[src/common/nvm_seq_pkg.sv]
package nvm_seq_pkg;

  localparam int AW = 5;

  // Register byte offsets
  localparam logic [AW-1:0] A_STATUS = 5'h00;
  localparam logic [AW-1:0] A_INDEX  = 5'h04;
  localparam logic [AW-1:0] A_OBJ_HI = 5'h08;
  localparam logic [AW-1:0] A_OBJ_LO = 5'h0C;
  localparam logic [AW-1:0] A_CONFIG = 5'h10;
  localparam logic [AW-1:0] A_PROT   = 5'h14;
  localparam logic [AW-1:0] A_SECURE = 5'h18;

  // Status register bit positions
  localparam int CCF_BIT = 7;
  localparam int ACC_BIT = 5;
  localparam int FPV_BIT = 4;

  // Config register bit positions
  localparam int DIS_BIT = 0;
  localparam int EEP_BIT = 1;

  localparam logic [7:0] CMD_READ_ONCE = 8'h04;
  localparam logic [7:0] CMD_PROG      = 8'h06;
  localparam logic [7:0] CMD_PROG_ONCE = 8'h07;
  localparam logic [7:0] CMD_ERASE_ALL = 8'h08;

  localparam logic [2:0] IDX_0 = 3'h0;
  localparam logic [2:0] IDX_1 = 3'h1;
  localparam logic [2:0] IDX_3 = 3'h3;
  localparam logic [2:0] IDX_5 = 3'h5;

  localparam logic [15:0] ONCE_LAST    = 16'h0007;
  localparam logic [23:0] ONCE_PHRASES = 24'h000008;
  localparam int          EEP_SEL_BIT  = 23;
  localparam logic [16:0] LW1_BYTES    = 17'h00004;
  localparam logic [16:0] LW2_BYTES    = 17'h00008;
  localparam logic [7:0]  INVALID_RD   = 8'hFF;

  typedef enum logic [2:0] {
    OP_NONE, OP_READ, OP_PROG, OP_ONCE_READ, OP_ONCE_PROG,
    OP_ONCE_BLANK, OP_ERASE_ALL, OP_BLANK_ALL
  } arr_op_t;

  typedef enum logic [2:0] {
    S_IDLE, S_ONCE_RD, S_BLANKCHK, S_PROG, S_VERIFY, S_ERASE, S_BLANK
  } st_t;

  typedef struct packed {
    logic        req;
    arr_op_t     op;
    logic        lw2;
    logic [23:0] addr;
    logic [63:0] wdata;
  } arr_req_t;

  typedef struct packed {
    logic        ack;
    logic        err;
    logic        fatal;
    logic [63:0] rdata;
  } arr_rsp_t;

  typedef struct packed {
    st_t              st;
    logic             waitreq;
    logic [31:0]      rdata;
    logic             ccf;
    logic             access_error_flag;
    logic             protection_violation_flag;
    logic [1:0]       mgstat;
    logic [2:0]       idx;
    logic [5:0][15:0] words;
    logic             cmd_dis;
    logic             eep_prot;
    logic [16:0]      prot_base;
    logic             secured;
    logic             once;
    logic [7:0]       cpu_rd;
    arr_req_t         arr;
  } ctl_t;

endpackage : nvm_seq_pkg

[src/nvm_program_once_erase_cmds.sv]
`timescale 1ns/1ps
`default_nettype none

// Operation
// - Read once fetches phrase into words 2..5; index must be 1 at launch
// - One-time area is eight 8-byte phrases, program once, never erased
// - One-time phrase index must lie in 0 to 7
// - Flash reads return invalid data during read once
// - Read once errors set verify status bit 1, fatal ones bits 1 and 0
// - Complete flag clear while a command runs, set when done
// - Program flash: block byte in word 0, address word 1, data 2..5
// - Program flash needs last index 3 or 5 at launch
// - Program address bits 1:0 must be zero
// - Program words must not run past end of flash block
// - Protected target sets protection flag, no programming
// - Program is read back; mismatch sets status bit 1
// - Program once: index word 1, data 2..5, last index 5
// - Program once checks phrase blank, then programs and verifies
// - Programming a used one-time phrase raises access error
// - Flash reads return invalid data during program once
// - Erase all erases and verifies all but the one-time area; last index must be 0
// - Successful erase all releases security
// - Erase all with any protection raises protection flag
// - Command not allowed in current mode raises access error
// - Global address bit 23 picks flash (0) or EEPROM (1)
module nvm_program_once_erase_cmds #(
  parameter logic [16:0] FLASH_SIZE = 17'h10000
) (
  input  wire logic                  I_CLK,
  input  wire logic                  I_RESETN,
  input  wire logic [4:0]            I_ADDRESS,
  input  wire logic                  I_READ,
  input  wire logic                  I_WRITE,
  input  wire logic [31:0]           I_WRITEDATA,
  input  wire logic [3:0]            I_BYTEENABLE,
  output logic      [31:0]           O_READDATA,
  output logic                       O_WAITREQUEST,
  output nvm_seq_pkg::arr_req_t      O_ARR,
  input  wire nvm_seq_pkg::arr_rsp_t I_ARR,
  input  wire logic [7:0]            I_CPU_RDATA,
  output logic      [7:0]            O_CPU_RDATA,
  output logic                       O_SECURED
);

  nvm_seq_pkg::ctl_t q;
  nvm_seq_pkg::ctl_t d;

  logic [7:0]  cmd;
  logic [23:0] gaddr;
  logic        is_ro;
  logic        is_pf;
  logic        is_po;
  logic        is_ea;
  logic        bad_ph;
  logic [16:0] end_addr;
  logic        past_end;
  logic        acc_c;
  logic        fpv_c;
  logic        wr_go;
  logic        launch;
  logic        ack;
  logic [31:0] bmask;

  assign cmd   = q.words[0][15:8];
  assign gaddr = {q.words[0][7:0], q.words[1]};
  assign is_ro = cmd == nvm_seq_pkg::CMD_READ_ONCE;
  assign is_pf = cmd == nvm_seq_pkg::CMD_PROG;
  assign is_po = cmd == nvm_seq_pkg::CMD_PROG_ONCE;
  assign is_ea = cmd == nvm_seq_pkg::CMD_ERASE_ALL;
  assign bad_ph = q.words[1] > nvm_seq_pkg::ONCE_LAST;
  assign end_addr = {1'b0, gaddr[15:0]} +
    ((q.idx == nvm_seq_pkg::IDX_5) ? nvm_seq_pkg::LW2_BYTES
                                   : nvm_seq_pkg::LW1_BYTES);
  assign past_end = end_addr > FLASH_SIZE;

  // Launch checks; protection is only judged when access is clean
  assign acc_c = q.cmd_dis
    | (is_ro & ((q.idx != nvm_seq_pkg::IDX_1) | bad_ph))
    | (is_pf & (((q.idx != nvm_seq_pkg::IDX_3) &
                 (q.idx != nvm_seq_pkg::IDX_5))
                | (gaddr[1:0] != 2'h0)
                | gaddr[nvm_seq_pkg::EEP_SEL_BIT]
                | (gaddr[22:16] != 7'h00)
                | past_end))
    | (is_po & ((q.idx != nvm_seq_pkg::IDX_5) | bad_ph))
    | (is_ea & (q.idx != nvm_seq_pkg::IDX_0))
    | ~(is_ro | is_pf | is_po | is_ea);
  assign fpv_c = ~acc_c & (
      (is_pf & (end_addr > q.prot_base))
    | (is_ea & ((q.prot_base != FLASH_SIZE) | q.eep_prot)));

  // Writes are dropped while a command runs
  assign wr_go  = I_WRITE & ~q.waitreq & q.ccf;
  // A launch with an error flag still set is ignored
  assign launch = wr_go & (I_ADDRESS == nvm_seq_pkg::A_STATUS)
    & I_BYTEENABLE[0] & I_WRITEDATA[nvm_seq_pkg::CCF_BIT]
    & ~q.access_error_flag & ~q.protection_violation_flag;
  assign ack   = q.arr.req & I_ARR.ack;
  assign bmask = {{8{I_BYTEENABLE[3]}}, {8{I_BYTEENABLE[2]}},
                  {8{I_BYTEENABLE[1]}}, {8{I_BYTEENABLE[0]}}};

  always_comb begin
    logic [31:0] rd;
    logic [31:0] nv;
    logic [31:0] wv;
    logic        mism;
    rd   = '0;
    nv   = '0;
    wv   = '0;
    mism = 1'b0;
    d    = q;
    d.waitreq = 1'b1;

    // Current image of the addressed register
    if (I_ADDRESS == nvm_seq_pkg::A_STATUS) begin
      rd[nvm_seq_pkg::CCF_BIT] = q.ccf;
      rd[nvm_seq_pkg::ACC_BIT] = q.access_error_flag;
      rd[nvm_seq_pkg::FPV_BIT] = q.protection_violation_flag;
      rd[1:0] = q.mgstat;
    end else if (I_ADDRESS == nvm_seq_pkg::A_INDEX) begin
      rd[2:0] = q.idx;
    end else if (I_ADDRESS == nvm_seq_pkg::A_OBJ_HI) begin
      if (q.idx <= nvm_seq_pkg::IDX_5) begin
        rd[7:0] = q.words[q.idx][15:8];
      end
    end else if (I_ADDRESS == nvm_seq_pkg::A_OBJ_LO) begin
      if (q.idx <= nvm_seq_pkg::IDX_5) begin
        rd[7:0] = q.words[q.idx][7:0];
      end
    end else if (I_ADDRESS == nvm_seq_pkg::A_CONFIG) begin
      rd[nvm_seq_pkg::DIS_BIT] = q.cmd_dis;
      rd[nvm_seq_pkg::EEP_BIT] = q.eep_prot;
    end else if (I_ADDRESS == nvm_seq_pkg::A_PROT) begin
      rd[16:0] = q.prot_base;
    end else if (I_ADDRESS == nvm_seq_pkg::A_SECURE) begin
      rd[0] = q.secured;
    end
    nv = (rd & ~bmask) | (I_WRITEDATA & bmask);
    wv = I_WRITEDATA & bmask;

    // One wait cycle, then the answer for one cycle
    if ((I_READ | I_WRITE) & q.waitreq) begin
      d.waitreq = 1'b0;
      d.rdata   = rd;
    end

    if (wr_go) begin
      if (I_ADDRESS == nvm_seq_pkg::A_STATUS) begin
        if (wv[nvm_seq_pkg::ACC_BIT]) begin
          d.access_error_flag = 1'b0;
        end
        if (wv[nvm_seq_pkg::FPV_BIT]) begin
          d.protection_violation_flag = 1'b0;
        end
      end else if (I_ADDRESS == nvm_seq_pkg::A_INDEX) begin
        d.idx = nv[2:0];
      end else if (I_ADDRESS == nvm_seq_pkg::A_OBJ_HI) begin
        if (q.idx <= nvm_seq_pkg::IDX_5) begin
          d.words[q.idx][15:8] = nv[7:0];
        end
      end else if (I_ADDRESS == nvm_seq_pkg::A_OBJ_LO) begin
        if (q.idx <= nvm_seq_pkg::IDX_5) begin
          d.words[q.idx][7:0] = nv[7:0];
        end
      end else if (I_ADDRESS == nvm_seq_pkg::A_CONFIG) begin
        d.cmd_dis  = nv[nvm_seq_pkg::DIS_BIT];
        d.eep_prot = nv[nvm_seq_pkg::EEP_BIT];
      end else if (I_ADDRESS == nvm_seq_pkg::A_PROT) begin
        d.prot_base = nv[16:0];
      end
    end

    if (launch) begin
      if (acc_c | fpv_c) begin
        d.access_error_flag = acc_c;
        d.protection_violation_flag = fpv_c;
      end else begin
        d.ccf        = 1'b0;
        d.mgstat     = 2'h0;
        d.arr.req    = 1'b1;
        d.arr.lw2    = q.idx == nvm_seq_pkg::IDX_5;
        d.arr.wdata  = q.words[5:2];
        d.arr.addr   = {21'h0, q.words[1][2:0]};
        d.once       = is_ro | is_po;
        if (is_ro) begin
          d.arr.op = nvm_seq_pkg::OP_ONCE_READ;
          d.st     = nvm_seq_pkg::S_ONCE_RD;
        end else if (is_pf) begin
          d.arr.addr = gaddr;
          d.arr.op   = nvm_seq_pkg::OP_PROG;
          d.st       = nvm_seq_pkg::S_PROG;
        end else if (is_po) begin
          d.arr.op = nvm_seq_pkg::OP_ONCE_BLANK;
          d.st     = nvm_seq_pkg::S_BLANKCHK;
        end else begin
          d.arr.op = nvm_seq_pkg::OP_ERASE_ALL;
          d.st     = nvm_seq_pkg::S_ERASE;
        end
      end
    end

    if (ack) begin
      d.arr.req = 1'b0;
      case (q.st)
        nvm_seq_pkg::S_ONCE_RD: begin
          d.words[5:2] = I_ARR.rdata;
          d.mgstat = {I_ARR.err | I_ARR.fatal, I_ARR.fatal};
          d.st     = nvm_seq_pkg::S_IDLE;
        end
        nvm_seq_pkg::S_BLANKCHK: begin
          if (I_ARR.err | I_ARR.fatal) begin
            d.access_error_flag = 1'b1;
            d.st     = nvm_seq_pkg::S_IDLE;
          end else begin
            d.arr.req = 1'b1;
            d.arr.op  = nvm_seq_pkg::OP_ONCE_PROG;
            d.st      = nvm_seq_pkg::S_PROG;
          end
        end
        nvm_seq_pkg::S_PROG: begin
          d.arr.req = 1'b1;
          d.arr.op  = q.once ? nvm_seq_pkg::OP_ONCE_READ
                             : nvm_seq_pkg::OP_READ;
          d.st      = nvm_seq_pkg::S_VERIFY;
        end
        nvm_seq_pkg::S_VERIFY: begin
          mism = q.arr.lw2 ? (I_ARR.rdata != q.arr.wdata)
               : (I_ARR.rdata[31:0] != q.arr.wdata[31:0]);
          d.mgstat = {mism | I_ARR.err | I_ARR.fatal,
                      I_ARR.fatal};
          d.st     = nvm_seq_pkg::S_IDLE;
        end
        nvm_seq_pkg::S_ERASE: begin
          d.arr.req = 1'b1;
          d.arr.op  = nvm_seq_pkg::OP_BLANK_ALL;
          d.st      = nvm_seq_pkg::S_BLANK;
        end
        nvm_seq_pkg::S_BLANK: begin
          d.mgstat = {I_ARR.err | I_ARR.fatal, I_ARR.fatal};
          if (~I_ARR.err & ~I_ARR.fatal) begin
            d.secured = 1'b0;
          end
          d.st = nvm_seq_pkg::S_IDLE;
        end
        default: begin
          d.st = nvm_seq_pkg::S_IDLE;
        end
      endcase
      if (d.st == nvm_seq_pkg::S_IDLE) begin
        d.ccf  = 1'b1;
        d.once = 1'b0;
      end
    end

    d.cpu_rd = (q.once & ~q.ccf) ? nvm_seq_pkg::INVALID_RD
                                 : I_CPU_RDATA;
  end

  always_ff @(posedge I_CLK or negedge I_RESETN) begin
    if (!I_RESETN) begin
      q           <= '0;
      q.waitreq   <= 1'b1;
      q.ccf       <= 1'b1;
      q.prot_base <= FLASH_SIZE;
      q.secured   <= 1'b1;
    end else begin
      q <= d;
    end
  end

  assign O_READDATA    = q.rdata;
  assign O_WAITREQUEST = q.waitreq;
  assign O_ARR         = q.arr;
  assign O_CPU_RDATA   = q.cpu_rd;
  assign O_SECURED     = q.secured;
endmodule : nvm_program_once_erase_cmds

`default_nettype wire

[config.mk]
export PLATFORM = sky130hd
export DESIGN_NAME = nvm_program_once_erase_cmds
export DESIGN_NICKNAME = d
export VERILOG_FILES = /design/src/common/nvm_seq_pkg.sv /design/src/nvm_program_once_erase_cmds.sv
export SDC_FILE = /design/constraint.sdc
export NUM_CORES = 1
export LEC_CHECK = 0
export ABC_AREA = 1
export BUFFER_PORTS_ARGS = -buffer_cell sky130_fd_sc_hd__buf_2
export CAP_MARGIN = 30
export CORE_UTILIZATION = 61
export DETAILED_ROUTE_END_ITERATION = 7
export PLACE_DENSITY = 0.86
export SLEW_MARGIN = 20
export SYNTH_ARGS = -nofsm -noshare
export SYNTH_HDL_FRONTEND = slang
export SYNTH_SLANG_ARGS = --single-unit
export TNS_END_PERCENT = 5
[constraint.sdc]
create_clock -name I_CLK -period 5.5 [get_ports I_CLK]
set_input_delay 0.825 -clock I_CLK [delete_from_list [all_inputs] [get_ports I_CLK]]
set_output_delay 0.825 -clock I_CLK [all_outputs]
set_load 0.05 [all_outputs]
==> results.cfg <==
[status]
status = finished clean

[die]
start_util = 0.625
fp.dieH_um = 155
placeableCoreArea_mm2 = 0.0228
rows = 55
die-area_mm2 = 0.0240
die_x_um = 155
ioPinCount = 255

[detailed_routing]
wl_per_cell_um = 18.4
vias_per_cell = 5.76
drt-pass1-iter-count = 8
vias = 13000
drcViolationCount = 0
wl_um = 41500
drt_iter0_markers = 1572
ant_nets = 0

[synthesis]
async_flop_share = 1.00
syn_area_mm2 = 0.0142
yosysTopAreaCellShare = 0.427
ys.flop_type = dfrtp_1
synthTopCellsByCount = nand2_1, dfrtp_1, inv_1
yosysMostFrequentCell = nand2_1
yosysTopAreaCell = dfrtp_1
ys_types = 51
synth-edff-count = 0
synth_seq_cells = 247
avgSynthCellArea_um2 = 7.71
synth_area_leaders = dfrtp_1, nand2_1, buf_4
synthCells = 1847
yosysSeqAreaShare = 0.435
synth_warnings = 0

[grt]
grt_use_total = 0.351
grt.overflow.total = 0
grt_pass1_vias = 12200
antenna_found_initial = 0
grt_max_degree = 130
grt_pass1_wl_um = 65300

[sta]
rsz0062_at_grt = no
setup_viol = 0
slew_violations = 0
tightestPinTransition_ps = 1080
max_freq_mhz = 223
post-route-period-util = 0.815
period_minus_slack_ps = 4490
fin_skew_ps = 20.7
tns_ps = 0
finalHoldViolCount = 0
slew_headroom = 0.278

[power_and_ir_drop]
p_per_area_mw_per_mm2 = 353
peakVddDrop_mv = 0.201
power.leakage_nw = 7.90

[worst_setup_path]
worstPathArrival_ps = 4970
r2r_start = q[218]
cp-end-kind = register
r2r_slack_ps = 1010
crit_end = O_ARR[9]
cp_max_fo = 19
rr_endpoint = O_ARR[9]
crit_type = register to register
worst-endpoint-required_ps = 5980
cp-startpoint = q[218]
r2r_cells = 25
startpoint_type = register

[clocking]
clk_pin_slew_ps = 70
post_cts_buffers = 0
clkLatencyLatePin_ps = 550
cts.sinks = 247
root_buffer = clkbuf_16
cts-htree-levels = 1
cts_tree = built
cts_buffers = 26
cts-resized-gates = 0
cts_hold_buf = 0
cts_buffer_depth = 3

[final_layout]
diodes = 0
final_cells = 2258
fill_cells = 1859
syn_to_final_growth_pct = 8.94
final_net_count = 2065
drive_above_1_share = 0.177

[hold_path]
hold_path.class = primary input to asynchronous set/reset pin

[placement]
port_buffers = 223
dpl.cell_count = 2208
gp_congestion = 1.02
dp_hpwl_um = 30000

[job]
max_cap_viol_count = 0
## per-stage QoR
| step | cell area [um2] | total power, W | setup WS [ps] | utilization | hold slack, ps |
|---|---|---|---|---|---|
| after floorplan | 14300 | 0.00320 | 1780 | - | 437 |
| after global placement | 14600 | 0.00356 | 1130 | 0.640 | 444 |
| after detailed placement | 14600 | 0.00361 | 1060 | 0.640 | 447 |
| after CTS | 15500 | 0.00544 | 1040 | 0.679 | 408 |
| after global routing | 15500 | 0.00569 | 672 | 0.681 | 438 |
| final | 15500 | 0.00547 | 1010 | 0.681 | 348 |
## layout by cell type (no fill, tap or decap), types with 3 or more instances in the layout
cell type	count
xor2_1	29
conb_1	15
clkinv_2	6
o21ai_0	142
inv_1	166
a21oi_1	161
inv_2	9
buf_4	11
a41oi_1	3
buf_12	4
clkbuf_8	5
buf_2	222
o2111ai_1	4
nor2_2	17
o21ai_1	19
nand4_1	25
dfstp_2	4
clkbuf_1	3
bufinv_16	3
nor3_1	17
a31oi_1	4
nand3_1	67
ha_1	19
dfrtp_1	243
o211ai_1	7
nand2_2	5
nor4_1	12
o22ai_1	16
a22oi_1	9
or2_2	11
clkinvlp_4	4
clkbuf_16	26
nand2_1	471
nor2_1	130
xnor2_1	24
o21ai_2	5
## critical path: stages, from the launching register on
cell	delay, ps
dfrtp_1	370
inv_2	110
nor3_2	330
inv_1	250
ha_1	300
fa_1	420
nand2_1	150
nor2_4	70
nand2_1	100
xor2_1	190
inv_1	60
ha_1	290
nand2_1	70
inv_1	30
o21ai_0	140
a21oi_1	110
nor2_1	110
nand3_1	80
nand2_1	80
nand2_1	100
nor2_2	210
nand3_4	160
inv_2	330
buf_12	210
nand2_1	70
nand2_1	60
## logic make-up (layout without fill, tap and decap cells)
group	count (synthesis)	after routing	share of synthesized area
AOI/OAI and AO/OA	380	380	0.143
xor gates and xnor gates	53	53	0.0326
adders and majority gates	20	20	0.0181
buffers and inverters	378	462	0.143
DFF	247	247	0.435
muxes	1	1	0.000703
other	1	15	0.000263
and+or+nand+nor	767	767	0.228
## final cells by class
class,instances,area (um2),area share
clock inverter,14,166,0.0107
timing repair buffer,239,1300,0.0838
sequential,247,6190,0.399
tap,313,392,0.0253
multi-input combinational,1236,6080,0.392
clock buffer,34,731,0.0471
inverter,175,657,0.0424
## sequential cells by signal, indices dropped and copies added (netlist names)
| name | cells |
|---|---|
| O_WAITREQUEST | 1 |
| gaddr | 24 |
| q | 95 |
| O_CPU_RDATA | 8 |
| O_SECURED | 1 |
| O_READDATA | 17 |
| O_ARR | 93 |
| cmd | 8 |
## worst min-delay path by stage
stage,from,cells after the start,end,slack [ps]
6_report,I_RESETN,1,O_READDATA[9],350
4_1_cts,I_RESETN,1,O_READDATA[9],410
2_1_floorplan,O_ARR[80],2,O_ARR[80],440
3_5_place_dp,O_ARR[85],2,O_ARR[85],450
3_3_place_gp,O_ARR[85],2,O_ARR[85],440
5_1_grt,I_RESETN,1,O_READDATA[10],440
## per-layer routing
metal  global-route usage  vias up  part of all wire
met5                    0        -                 0
met4                0.150        0             0.041
met3               0.0580      124              0.10
met2                0.568      767              0.46
met1                0.469     6108              0.40
li1                     -     6008                 -
## power breakdown
group	leakage (nW)	switching [W]	total, W	internal [W]
Sequential	3.15	0.000257	0.00239	0.00213
Clock	0.433	0.000756	0.00184	0.00108
Combinational	4.32	0.000821	0.00125	0.000426
Note: power is estimated with default switching activity, not from simulation.
